[src/rtl/tpc_pkg.sv]
// shared constants of the period/duty pwm and capture timer
package tpc_pkg;
  // register byte offsets
  localparam logic [7:0] CTRL_OFS = 8'h00;
  localparam logic [7:0] PERIOD_PRESET_OFS = 8'h04;
  localparam logic [7:0] DUTY_PRESET_OFS = 8'h08;
  localparam logic [7:0] CAPTURE_OFS = 8'h0C;
  localparam logic [7:0] STATUS_OFS = 8'h10;
  // control register fields
  localparam int COUNT_EN_BIT = 0;
  localparam int PWM_MODE_BIT = 1;
  localparam int CLEAR_SEL_BIT = 2;
  localparam int PWM_RESET_SEL_BIT = 3;
  localparam int CLK_SRC_LSB = 4;
  localparam int PRESCALE_LSB = 6;
  localparam int CAP_CLK_SEL_BIT = 8;
  localparam int TRIG_SEL_LSB = 9;
  localparam int EDGE_SPEC_BIT = 11;
  localparam int EDGE_POL_BIT = 12;
  localparam int EXT_CAP_EN_BIT = 13;
  localparam int CLR_ON_CAP_BIT = 14;
  localparam int TIMER_IRQ_SEL_BIT = 15;
  localparam logic [31:0] CTRL_MASK = 32'h0000FFFF;
  localparam logic [31:0] CTRL_RESET = 32'h00000000;
  // status register fields
  localparam int STATUS_PWM_BIT = 16;
  // count clock sources and the last trigger select value
  localparam logic [1:0] SRC_HIGH_SPEED = 2'h0;
  localparam logic [1:0] SRC_SYSTEM = 2'h1;
  localparam logic [1:0] TRIG_SEL_LAST = 2'h3;
  // axi responses
  localparam logic [1:0] RESP_OKAY = 2'h0;
  localparam logic [1:0] RESP_SLVERR = 2'h2;
endpackage : tpc_pkg

[src/rtl/tpc_capture.sv]
// capture trigger selection, edge detection and capture-clock sampling
`timescale 1ns/100ps
module tpc_capture #(
  parameter bit TRIG3_TIMER = 1'b1
) (
  input wire logic aclk,
  input wire logic aresetn,
  input wire logic cap_tick,
  input wire logic [1:0] trig_sel,
  input wire logic edge_spec,
  input wire logic edge_pol,
  input wire logic ext_ena,
  input wire logic timer_sel,
  input wire logic [3:0] ext_irq,
  input wire logic timer0_irq,
  input wire logic timer1_irq,
  input wire logic sw_write,
  output logic load,
  output logic load_hw
);
  logic use_timer;
  logic src;
  logic lvl_reg;
  logic rise;
  logic fall;
  logic hw_edge;
  logic sw_pend_reg;
  logic hw_samp_reg;
  logic sw_samp_reg;

  assign use_timer = TRIG3_TIMER && (trig_sel == tpc_pkg::TRIG_SEL_LAST);
  assign src = use_timer ? (timer_sel ? timer1_irq : timer0_irq) : ext_irq[trig_sel]; // RULE9
  assign rise = src && !lvl_reg;
  assign fall = !src && lvl_reg;
  // timer interrupt ignores the edge choice
  assign hw_edge = use_timer ? rise : // RULE19
                   (edge_spec ? (edge_pol ? rise : fall) : (rise || fall)); // RULE10

  always_ff @(posedge aclk) begin
    if (!aresetn) begin
      lvl_reg <= 1'b0;
    end else if (cap_tick) begin
      lvl_reg <= src; // RULE12
    end
  end

  // a write can land between capture-clock edges, so it waits here; a new write wins over clear
  always_ff @(posedge aclk) begin
    if (!aresetn) begin
      sw_pend_reg <= 1'b0;
    end else if (sw_write) begin
      sw_pend_reg <= 1'b1; // RULE17
    end else if (cap_tick) begin
      sw_pend_reg <= 1'b0;
    end
  end

  // first capture edge samples the trigger, the second loads at the pulse's falling edge
  always_ff @(posedge aclk) begin
    if (!aresetn) begin
      hw_samp_reg <= 1'b0;
      sw_samp_reg <= 1'b0;
    end else if (cap_tick) begin
      hw_samp_reg <= ext_ena && hw_edge; // RULE16
      // only the pending flag is sampled: taking the write strobe too captured twice
      sw_samp_reg <= sw_pend_reg; // RULE18
    end
  end

  assign load = cap_tick && (hw_samp_reg || sw_samp_reg); // RULE12 RULE14
  assign load_hw = cap_tick && hw_samp_reg;
endmodule : tpc_capture

[src/rtl/tpc_clk_div.sv]
// count clock selection and prescaler producing one-cycle enables
`timescale 1ns/100ps
module tpc_clk_div (
  input wire logic aclk,
  input wire logic aresetn,
  input wire logic run,
  input wire logic slow_tick,
  input wire logic [1:0] src_sel,
  input wire logic [1:0] prescale_sel,
  output logic tick
);
  logic base;
  logic [2:0] div_reg;
  logic [2:0] mask;

  // high-speed and system clock both run at aclk here; other sources use the slow enable
  assign base = (src_sel == tpc_pkg::SRC_HIGH_SPEED || src_sel == tpc_pkg::SRC_SYSTEM) ?
                1'b1 : slow_tick;
  assign mask = 3'((4'h1 << prescale_sel) - 4'h1);
  assign tick = base && ((div_reg & mask) == mask);

  // divider restarts while stopped so the first period after enable is full length
  always_ff @(posedge aclk) begin
    if (!aresetn || !run) begin
      div_reg <= 3'h0;
    end else if (base) begin
      div_reg <= div_reg + 3'h1;
    end
  end
endmodule : tpc_clk_div

[src/rtl/tpc_top.sv]
// timer channel: period/duty pwm generator and input capture behind an axi4-lite slave
`timescale 1ns/100ps
////////////////////////////////////////////////////////////////////////////////
// Overview of operation
// RULE1 - in pwm mode period compare sets the period, duty compare the high time
// RULE2 - output is high while the counter runs from zero up to duty compare
// RULE3 - duty match drops output low; counter runs on until period match clears it
// RULE4 - the period match clear drives the output high again
// RULE5 - while count enable is zero the pwm output holds high
// RULE6 - software sets clear select and reset select to one for this mode
// RULE7 - output is low after reset and goes high when pwm mode is selected
// RULE8 - duty compare at or above period compare keeps the output high
// RULE9 - capture on external interrupt, timer 0/1 interrupt or software write
// RULE10 - trigger select picks interrupt line; edge bits pick both, falling or rising
// RULE11 - software keeps capture clock select zero for high-speed or system sources
// RULE12 - triggers sampled on capture clock; load on the second capture clock edge
// RULE13 - software spaces triggers more than two capture clocks apart
// RULE14 - stored value is the counter at the falling edge of the synced trigger
// RULE15 - each capture overwrites the capture register, read or not
// RULE16 - external capture is off after reset until its enable bit is written one
// RULE17 - any write to the capture register triggers a synchronized capture
// RULE18 - software capture works regardless of the external capture enable
// RULE19 - trigger select three picks timer 0/1 interrupt and ignores edge choice
// RULE20 - clear on capture clears the counter on hardware capture while counting; here it does so only when TRIG3_TIMER is set
// RULE21 - software uses all ones period or overflow clear for a free-running counter
// RULE22 - presets move to compares with the count clock; stopping clears the counter
// RULE23 - reading the capture register returns the last capture without side effects
module tpc_top #(
  parameter int ADDR_W = 8,
  parameter int CNT_W = 16,
  parameter bit TRIG3_TIMER = 1'b1
) (
  input wire logic aclk,
  input wire logic aresetn,
  input wire logic [ADDR_W-1:0] s_axi_awaddr,
  input wire logic s_axi_awvalid,
  output logic s_axi_awready,
  input wire logic [31:0] s_axi_wdata,
  input wire logic [3:0] s_axi_wstrb,
  input wire logic s_axi_wvalid,
  output logic s_axi_wready,
  output logic [1:0] s_axi_bresp,
  output logic s_axi_bvalid,
  input wire logic s_axi_bready,
  input wire logic [ADDR_W-1:0] s_axi_araddr,
  input wire logic s_axi_arvalid,
  output logic s_axi_arready,
  output logic [31:0] s_axi_rdata,
  output logic [1:0] s_axi_rresp,
  output logic s_axi_rvalid,
  input wire logic s_axi_rready,
  input wire logic [3:0] ext_irq,
  input wire logic timer0_irq,
  input wire logic timer1_irq,
  input wire logic slow_tick,
  output logic timer_output_pin
);
  if (CNT_W < 2 || CNT_W > 32) begin : g_cnt_w_check
    $error("tpc_top: CNT_W must lie in 2..32");
  end
  if (ADDR_W < 5 || ADDR_W > 32) begin : g_addr_w_check
    $error("tpc_top: ADDR_W must lie in 5..32");
  end

  function automatic logic [31:0] merge(input logic [31:0] old, input logic [31:0] data,
                                        input logic [3:0] strb);
    logic [31:0] res;
    res = old;
    for (int i = 0; i < 4; i++) begin
      if (strb[i]) begin
        res[i*8 +: 8] = data[i*8 +: 8];
      end
    end
    return res;
  endfunction : merge

  ////////////////////////////////////////////////////////////////////////////////
  // registers and bus state
  logic [31:0] ctrl_reg;
  logic [31:0] period_preset_reg;
  logic [31:0] duty_preset_reg;
  logic [CNT_W-1:0] period_compare_reg;
  logic [CNT_W-1:0] duty_compare_reg;
  logic [CNT_W-1:0] binary_counter_reg;
  logic [CNT_W-1:0] capture_register_reg;
  logic pwm_reg;
  logic pwm_mode_q_reg;
  logic [ADDR_W-1:0] aw_addr_reg;
  logic aw_full_reg;
  logic [31:0] w_data_reg;
  logic [3:0] w_strb_reg;
  logic w_full_reg;
  logic wr_go;
  logic [7:0] wr_ofs;
  logic wr_hit;
  logic [7:0] rd_ofs;
  logic [31:0] rd_mux;
  logic rd_hit;
  logic sw_capture;

  logic count_enable_bit;
  logic pwm_mode_select;
  logic counter_clear_select;
  logic pwm_reset_select;
  logic capture_clock_select;
  logic clear_on_capture;
  logic cnt_tick;
  logic cap_tick;
  logic cap_load;
  logic cap_load_hw;
  logic period_hit;
  logic wrap_hit;
  logic reset_hit;
  logic duty_ge_period;

  assign count_enable_bit = ctrl_reg[tpc_pkg::COUNT_EN_BIT];
  assign pwm_mode_select = ctrl_reg[tpc_pkg::PWM_MODE_BIT];
  assign counter_clear_select = ctrl_reg[tpc_pkg::CLEAR_SEL_BIT];
  assign pwm_reset_select = ctrl_reg[tpc_pkg::PWM_RESET_SEL_BIT];
  assign capture_clock_select = ctrl_reg[tpc_pkg::CAP_CLK_SEL_BIT];
  assign clear_on_capture = ctrl_reg[tpc_pkg::CLR_ON_CAP_BIT];

  ////////////////////////////////////////////////////////////////////////////////
  // axi4-lite write channel: address and data accepted in either order
  assign wr_go = aw_full_reg && w_full_reg && !s_axi_bvalid;
  assign wr_ofs = 8'(aw_addr_reg);
  assign wr_hit = (aw_addr_reg >> 8) == '0 && (wr_ofs == tpc_pkg::CTRL_OFS ||
                  wr_ofs == tpc_pkg::PERIOD_PRESET_OFS || wr_ofs == tpc_pkg::DUTY_PRESET_OFS ||
                  wr_ofs == tpc_pkg::CAPTURE_OFS || wr_ofs == tpc_pkg::STATUS_OFS);
  assign sw_capture = wr_go && wr_hit && wr_ofs == tpc_pkg::CAPTURE_OFS;

  always_ff @(posedge aclk) begin
    if (!aresetn) begin
      aw_full_reg <= 1'b0;
      aw_addr_reg <= '0;
      s_axi_awready <= 1'b1;
    end else if (s_axi_awvalid && s_axi_awready) begin
      aw_full_reg <= 1'b1;
      aw_addr_reg <= s_axi_awaddr;
      s_axi_awready <= 1'b0;
    end else if (wr_go) begin
      aw_full_reg <= 1'b0;
    end else if (s_axi_bvalid && s_axi_bready) begin
      s_axi_awready <= 1'b1;
    end
  end

  always_ff @(posedge aclk) begin
    if (!aresetn) begin
      w_full_reg <= 1'b0;
      w_data_reg <= 32'h00000000;
      w_strb_reg <= 4'h0;
      s_axi_wready <= 1'b1;
    end else if (s_axi_wvalid && s_axi_wready) begin
      w_full_reg <= 1'b1;
      w_data_reg <= s_axi_wdata;
      w_strb_reg <= s_axi_wstrb;
      s_axi_wready <= 1'b0;
    end else if (wr_go) begin
      w_full_reg <= 1'b0;
    end else if (s_axi_bvalid && s_axi_bready) begin
      s_axi_wready <= 1'b1;
    end
  end

  always_ff @(posedge aclk) begin
    if (!aresetn) begin
      s_axi_bvalid <= 1'b0;
      s_axi_bresp <= tpc_pkg::RESP_OKAY;
    end else if (wr_go) begin
      s_axi_bvalid <= 1'b1;
      s_axi_bresp <= wr_hit ? tpc_pkg::RESP_OKAY : tpc_pkg::RESP_SLVERR;
    end else if (s_axi_bready) begin
      s_axi_bvalid <= 1'b0;
    end
  end

  // control bits reset to zero, which leaves external capture disabled
  always_ff @(posedge aclk) begin
    if (!aresetn) begin
      ctrl_reg <= tpc_pkg::CTRL_RESET; // RULE16
    end else if (wr_go && wr_hit && wr_ofs == tpc_pkg::CTRL_OFS) begin
      ctrl_reg <= merge(ctrl_reg, w_data_reg, w_strb_reg) & tpc_pkg::CTRL_MASK;
    end
  end

  always_ff @(posedge aclk) begin
    if (!aresetn) begin
      period_preset_reg <= 32'h00000000;
      duty_preset_reg <= 32'h00000000;
    end else if (wr_go && wr_hit) begin
      if (wr_ofs == tpc_pkg::PERIOD_PRESET_OFS) begin
        period_preset_reg <= merge(period_preset_reg, w_data_reg, w_strb_reg);
      end
      if (wr_ofs == tpc_pkg::DUTY_PRESET_OFS) begin
        duty_preset_reg <= merge(duty_preset_reg, w_data_reg, w_strb_reg);
      end
    end
  end

  ////////////////////////////////////////////////////////////////////////////////
  // axi4-lite read channel
  assign rd_ofs = 8'(s_axi_araddr);

  always_comb begin
    rd_hit = (s_axi_araddr >> 8) == '0;
    rd_mux = 32'h00000000;
    unique case (rd_ofs)
      tpc_pkg::CTRL_OFS: rd_mux = ctrl_reg;
      tpc_pkg::PERIOD_PRESET_OFS: rd_mux = period_preset_reg;
      tpc_pkg::DUTY_PRESET_OFS: rd_mux = duty_preset_reg;
      tpc_pkg::CAPTURE_OFS: rd_mux = 32'(capture_register_reg); // RULE23
      tpc_pkg::STATUS_OFS: begin
        rd_mux = 32'(binary_counter_reg);
        rd_mux[tpc_pkg::STATUS_PWM_BIT] = pwm_reg;
      end
      default: rd_hit = 1'b0;
    endcase
  end

  always_ff @(posedge aclk) begin
    if (!aresetn) begin
      s_axi_arready <= 1'b1;
      s_axi_rvalid <= 1'b0;
      s_axi_rdata <= 32'h00000000;
      s_axi_rresp <= tpc_pkg::RESP_OKAY;
    end else if (s_axi_arvalid && s_axi_arready) begin
      s_axi_arready <= 1'b0;
      s_axi_rvalid <= 1'b1;
      s_axi_rdata <= rd_hit ? rd_mux : 32'h00000000;
      s_axi_rresp <= rd_hit ? tpc_pkg::RESP_OKAY : tpc_pkg::RESP_SLVERR;
    end else if (s_axi_rvalid && s_axi_rready) begin
      s_axi_rvalid <= 1'b0;
      s_axi_arready <= 1'b1;
    end
  end

  ////////////////////////////////////////////////////////////////////////////////
  // count clock and capture clock
  tpc_clk_div u_clk_div (
    .aclk(aclk),
    .aresetn(aresetn),
    .run(count_enable_bit),
    .slow_tick(slow_tick),
    .src_sel(ctrl_reg[tpc_pkg::CLK_SRC_LSB +: 2]),
    .prescale_sel(ctrl_reg[tpc_pkg::PRESCALE_LSB +: 2]),
    .tick(cnt_tick)
  );

  // system-clock sampling runs every cycle; otherwise capture follows the count clock
  assign cap_tick = capture_clock_select || cnt_tick; // RULE11

  tpc_capture #(
    .TRIG3_TIMER(TRIG3_TIMER)
  ) u_capture (
    .aclk(aclk),
    .aresetn(aresetn),
    .cap_tick(cap_tick),
    .trig_sel(ctrl_reg[tpc_pkg::TRIG_SEL_LSB +: 2]),
    .edge_spec(ctrl_reg[tpc_pkg::EDGE_SPEC_BIT]),
    .edge_pol(ctrl_reg[tpc_pkg::EDGE_POL_BIT]),
    .ext_ena(ctrl_reg[tpc_pkg::EXT_CAP_EN_BIT]),
    .timer_sel(ctrl_reg[tpc_pkg::TIMER_IRQ_SEL_BIT]),
    .ext_irq(ext_irq),
    .timer0_irq(timer0_irq),
    .timer1_irq(timer1_irq),
    .sw_write(sw_capture),
    .load(cap_load),
    .load_hw(cap_load_hw)
  );

  ////////////////////////////////////////////////////////////////////////////////
  // compare registers and binary counter
  always_ff @(posedge aclk) begin
    if (!aresetn) begin
      period_compare_reg <= '0;
      duty_compare_reg <= '0;
    end else if (cnt_tick || !count_enable_bit) begin
      period_compare_reg <= period_preset_reg[CNT_W-1:0]; // RULE22
      duty_compare_reg <= duty_preset_reg[CNT_W-1:0];
    end
  end

  assign period_hit = counter_clear_select && binary_counter_reg == period_compare_reg; // RULE1
  assign wrap_hit = !counter_clear_select && binary_counter_reg == '1;
  assign reset_hit = pwm_reset_select ? binary_counter_reg == duty_compare_reg :
                     binary_counter_reg == period_compare_reg;
  assign duty_ge_period = duty_compare_reg >= period_compare_reg;

  always_ff @(posedge aclk) begin
    if (!aresetn) begin
      binary_counter_reg <= '0;
    end else if (!count_enable_bit) begin
      binary_counter_reg <= '0; // RULE22
    end else if (TRIG3_TIMER && clear_on_capture && cap_load_hw) begin
      binary_counter_reg <= '0; // RULE20
    end else if (cnt_tick) begin
      // full-count overflow wraps through zero by itself
      binary_counter_reg <= period_hit ? '0 : binary_counter_reg + 1'b1; // RULE3
    end
  end

  // every capture overwrites, no read-before-overwrite protection
  always_ff @(posedge aclk) begin
    if (!aresetn) begin
      capture_register_reg <= '0;
    end else if (cap_load) begin
      capture_register_reg <= binary_counter_reg; // RULE14 RULE15
    end
  end

  ////////////////////////////////////////////////////////////////////////////////
  // pwm output
  always_ff @(posedge aclk) begin
    if (!aresetn) begin
      pwm_mode_q_reg <= 1'b0;
    end else begin
      pwm_mode_q_reg <= pwm_mode_select;
    end
  end

  // pulse and other output modes are not built here, so the pin idles low outside pwm mode
  always_ff @(posedge aclk) begin
    if (!aresetn) begin
      pwm_reg <= 1'b0; // RULE7
    end else if (!pwm_mode_select) begin
      pwm_reg <= 1'b0;
    end else if (!pwm_mode_q_reg) begin
      pwm_reg <= 1'b1; // RULE7
    end else if (!count_enable_bit) begin
      pwm_reg <= 1'b1; // RULE5
    end else if (duty_ge_period) begin
      pwm_reg <= 1'b1; // RULE8
    end else if (cnt_tick) begin
      if (period_hit || wrap_hit) begin
        pwm_reg <= 1'b1; // RULE4
      end else if (reset_hit) begin
        pwm_reg <= 1'b0; // RULE2 RULE3
      end
    end
  end

  assign timer_output_pin = pwm_reg;
endmodule : tpc_top

[config.mk]
export PLATFORM = sky130hd
export DESIGN_NAME = tpc_top
export DESIGN_NICKNAME = d
export VERILOG_FILES = /design/src/rtl/tpc_pkg.sv /design/src/rtl/tpc_capture.sv /design/src/rtl/tpc_clk_div.sv /design/src/rtl/tpc_top.sv
export SDC_FILE = /design/constraint.sdc
export NUM_CORES = 1
export LEC_CHECK = 0
export BUFFER_PORTS_ARGS = -buffer_cell sky130_fd_sc_hd__clkbuf_2
export CAP_MARGIN = 10
export CORE_MARGIN = 2
export CORE_UTILIZATION = 45
export CTS_CLUSTER_DIAMETER = 40
export DETAILED_ROUTE_END_ITERATION = 10
export PLACE_DENSITY = 0.69
export SYNTH_ARGS = -nofsm -noshare
export SYNTH_HDL_FRONTEND = slang
export SYNTH_HIERARCHICAL = 1
export SYNTH_SLANG_ARGS = --single-unit
export TNS_END_PERCENT = 50
[constraint.sdc]
create_clock -name aclk -period 2.75 [get_ports aclk]
set_clock_uncertainty 0.2 [all_clocks]
set_input_delay 0.4125 -clock aclk [delete_from_list [all_inputs] [get_ports aclk]]
set_output_delay 0.4125 -clock aclk [all_outputs]
set_load 0.05 [all_outputs]
==> flow_metrics.env <==
export IMPL_end_kind="flip-flop"
export IMPL_drive_gt1_share_pct=15.3
export IMPL_critPathLaunchType="flip-flop"
export IMPL_p_int_mw=7.09
export IMPL_grt_total_usage_pct=21.7
export IMPL_synth_top_area_share_pct=45.0
export IMPL_worstReg2RegEnd="period_preset_reg[18]"
export IMPL_crit_fanout=23
export IMPL_avgRoutedWirePerCell_um=16.0
export IMPL_slew_violations=0
export IMPL_period_needed_ns=2.55
export IMPL_timing_rr_start="aw_addr_reg[6]"
export IMPL_avgSynthCellArea_sq_um=8.70
export IMPL_final_instance_count_excl_fill=1682
export IMPL_grt_setup_unrepaired="no"
export IMPL_finalHoldViolCount=0
export IMPL_yosys_cell_types_count=52
export IMPL_start_util_pct=45.5
export IMPL_seq_power_share_pct=39.4
export IMPL_dieArea_sq_mm=0.0248
export IMPL_synth_top_area_cell="dfxtp_1"
export IMPL_overflow=0
export IMPL_insertion_delay_ns=0.50
export IMPL_synth_common_cells="nand2_1 (263), dfxtp_1 (238), a21boi_0 (85)"
export IMPL_p_leak_nw=5.00
export IMPL_met1Wirelength_um=12400
export IMPL_r2r_slack_ns=0.20
export IMPL_hold_start="s_axi_rready"
export IMPL_pin_count=108
export IMPL_clockRootBuffer="clkbuf_16"
export IMPL_clock_sinks=238
export IMPL_crit_type="flip-flop to flip-flop"
export IMPL_worstPathArrival_ns=2.71
export IMPL_clock_fmax_ghz=0.392
export IMPL_clockPowerShare_pct=55.1
export IMPL_wl_met3_um=1590
export IMPL_cts_buffer_depth=3
export IMPL_rows=56
export IMPL_power_share_switching_pct=21.9
export IMPL_antenna_found_initial=0
export IMPL_clkTransAtPathRegs_ns=0.05
export IMPL_yosysSeqAreaShare_pct=45.0
export IMPL_via_per_inst=5.29
export IMPL_yosysMostFrequentCell="nand2_1"
export IMPL_peakVddDrop_v=0.000590
export IMPL_setup_tns_ns=0
export IMPL_worstMarginPinSlew_ns=0.784
export IMPL_antenna_cells=0
export IMPL_highest_layer="met4"
export IMPL_p_switching_mw=1.99
export IMPL_synth_area_leaders="dfxtp_1 (45%), nand2_1 (9.3%), a21boi_0 (6.0%), a21boi_1 (4.3%), mux2i_1 (3.4%)"
export IMPL_synth_edf_count=0
export IMPL_fin_area_sq_mm=0.0131
export IMPL_drt_initial_drc_count=546
export IMPL_grt_pass1_vias=8488
export IMPL_port_buffers=104
export IMPL_worstPathRequired_ns=2.91
export IMPL_r2r_cells=7
export IMPL_syn_inst=1217
export IMPL_status="finished clean"
export IMPL_die_y_um=157
export IMPL_dpl_cell_area_sq_mm=0.0114
export IMPL_met2WireLength_um=12600
export IMPL_hold_class="input pin to flip-flop"
export IMPL_wl_um=27000
export IMPL_die_w_um=157
export IMPL_p_per_area_mw_per_mm2=691
export IMPL_holdPathStages=3
export IMPL_htree_levels=2
export IMPL_setup_viol=0
export IMPL_synth_seq_cells=238
export IMPL_drc_errors=0
export IMPL_first_pass_iters=5
export IMPL_cts_tree="yes"
export IMPL_post_route_period_util_pct=92.8
export IMPL_core_sq_mm=0.0233
export IMPL_drv_cap=0
export IMPL_cts_buffers=35
export IMPL_combPwrFrac_pct=5.4
export IMPL_hold_end="s_axi_rvalid"
export IMPL_dpl_hpwl_um=18000
export IMPL_place_inst=1576
export IMPL_dr_total_vias=8892
export IMPL_area_growth_pct=24.1
export IMPL_synth_ff_type="dfxtp_1"
export IMPL_slew_headroom_pct=47.6
export IMPL_yosysWarnings=6
export IMPL_place_congestion=0.904
export IMPL_grt_max_degree=100
export IMPL_syn_area_sq_mm=0.0106
export IMPL_final_nets=1424
export IMPL_drtAntennaViolNets=0
export IMPL_async_flop_share_pct=0
export IMPL_grt_pass1_wl_um=43400
==> cell type report <==
cell class	count	area, sq um
clock inverters	23	407
repair buffers	177	1280
fillers	2130	10100
clock buffers	39	921
flip-flops and latches	238	4760
inverters	28	105
multi-input cells	858	5260
well taps	319	399
==> power groups by stage <==
| stage | logic, mW | registers [mW] | clock network (mW) |
|---|---|---|---|
| floorplan | 0.233 | 3.71 | 0 |
| global placement | 0.436 | 3.65 | 0 |
| detailed placement | 0.442 | 3.66 | 0 |
| CTS | 0.492 | 3.58 | 5.07 |
| global route | 0.536 | 3.59 | 5.24 |
| finish | 0.493 | 3.58 | 5.01 |
==> how the worst max path moves through the flow <==
stage              startpoint                  endpoint  slack (ns)
2_1_floorplan       slow_tick  capture_register_reg[14]        0.04
3_3_place_gp   aw_addr_reg[6]       duty_preset_reg[23]        0.26
3_5_place_dp   aw_addr_reg[6]     period_preset_reg[16]        0.23
4_1_cts        aw_addr_reg[6]     period_preset_reg[18]        0.19
5_1_grt        aw_addr_reg[6]     period_preset_reg[17]        0.05
6_report       aw_addr_reg[6]     period_preset_reg[18]        0.20
==> layout by cell type (no fill, tap or decap), types with 10 or more instances in the layout <==
cell type and count:
a21boi_0 85, a21boi_1 60, a21oi_1 12, a221oi_1 17, a22o_1 15, a22oi_1 31
a31oi_1 18, buf_4 22, bufinv_16 10, clkbuf_16 35, clkbuf_2 103, dfxtp_1 238
dlygate4sd3_1 44, ha_1 20, inv_1 28, mux2i_1 36, nand2_1 263, nand3_1 70
nor2_1 33, nor2b_1 50, o21ai_0 31, xnor2_1 20, xor2_1 28
==> cells by family after synthesis <==
family,synth area share (%)
fa+ha+maj,2.36
other cells,0.0354
xor+xnor,3.97
mux,3.72
compound gates,19.3
flops,45.0
simple gates,20.2
buf+inv,5.39
==> per-stage QoR <==
stage | total power [mW] | setup slack, ns | utilization (%) | hold WS, ns
2_1_floorplan | 3.94 | 0.0370 | - | 0.234
3_3_place_gp | 4.09 | 0.264 | 48.9 | 0.240
3_5_place_dp | 4.10 | 0.233 | 48.9 | 0.245
4_1_cts | 9.14 | 0.193 | 56.5 | 0.0134
5_1_grt | 9.36 | 0.0451 | 56.5 | 0.0361
6_report | 9.08 | 0.198 | 56.5 | 0.0321
==> worst max-delay path, stage by stage (launching register included) <==
cell      delay, ns
dfxtp_1        0.31
or4_4          0.55
nor4_4         0.34
and3b_1        0.24
buf_4          0.28
nand2_1        0.26
nand2_1        0.16
a21boi_1       0.07
==> metal layers <==
layer	track usage [%]	up-vias
met5	0	-
met3	4.52	32
met2	34.9	257
met1	29.5	4195
met4	6.06	0
li1	-	4408
==> repair_timing <==
action | CTS | global route
endpoints found under the setup margin | 0 | 0
resized for setup | 0 | 0
setup buffers | 0 | 0
hold endpoints to repair | 44 | 0
hold buffers | 44 | 0
Note: power is estimated with default switching activity, not from simulation.
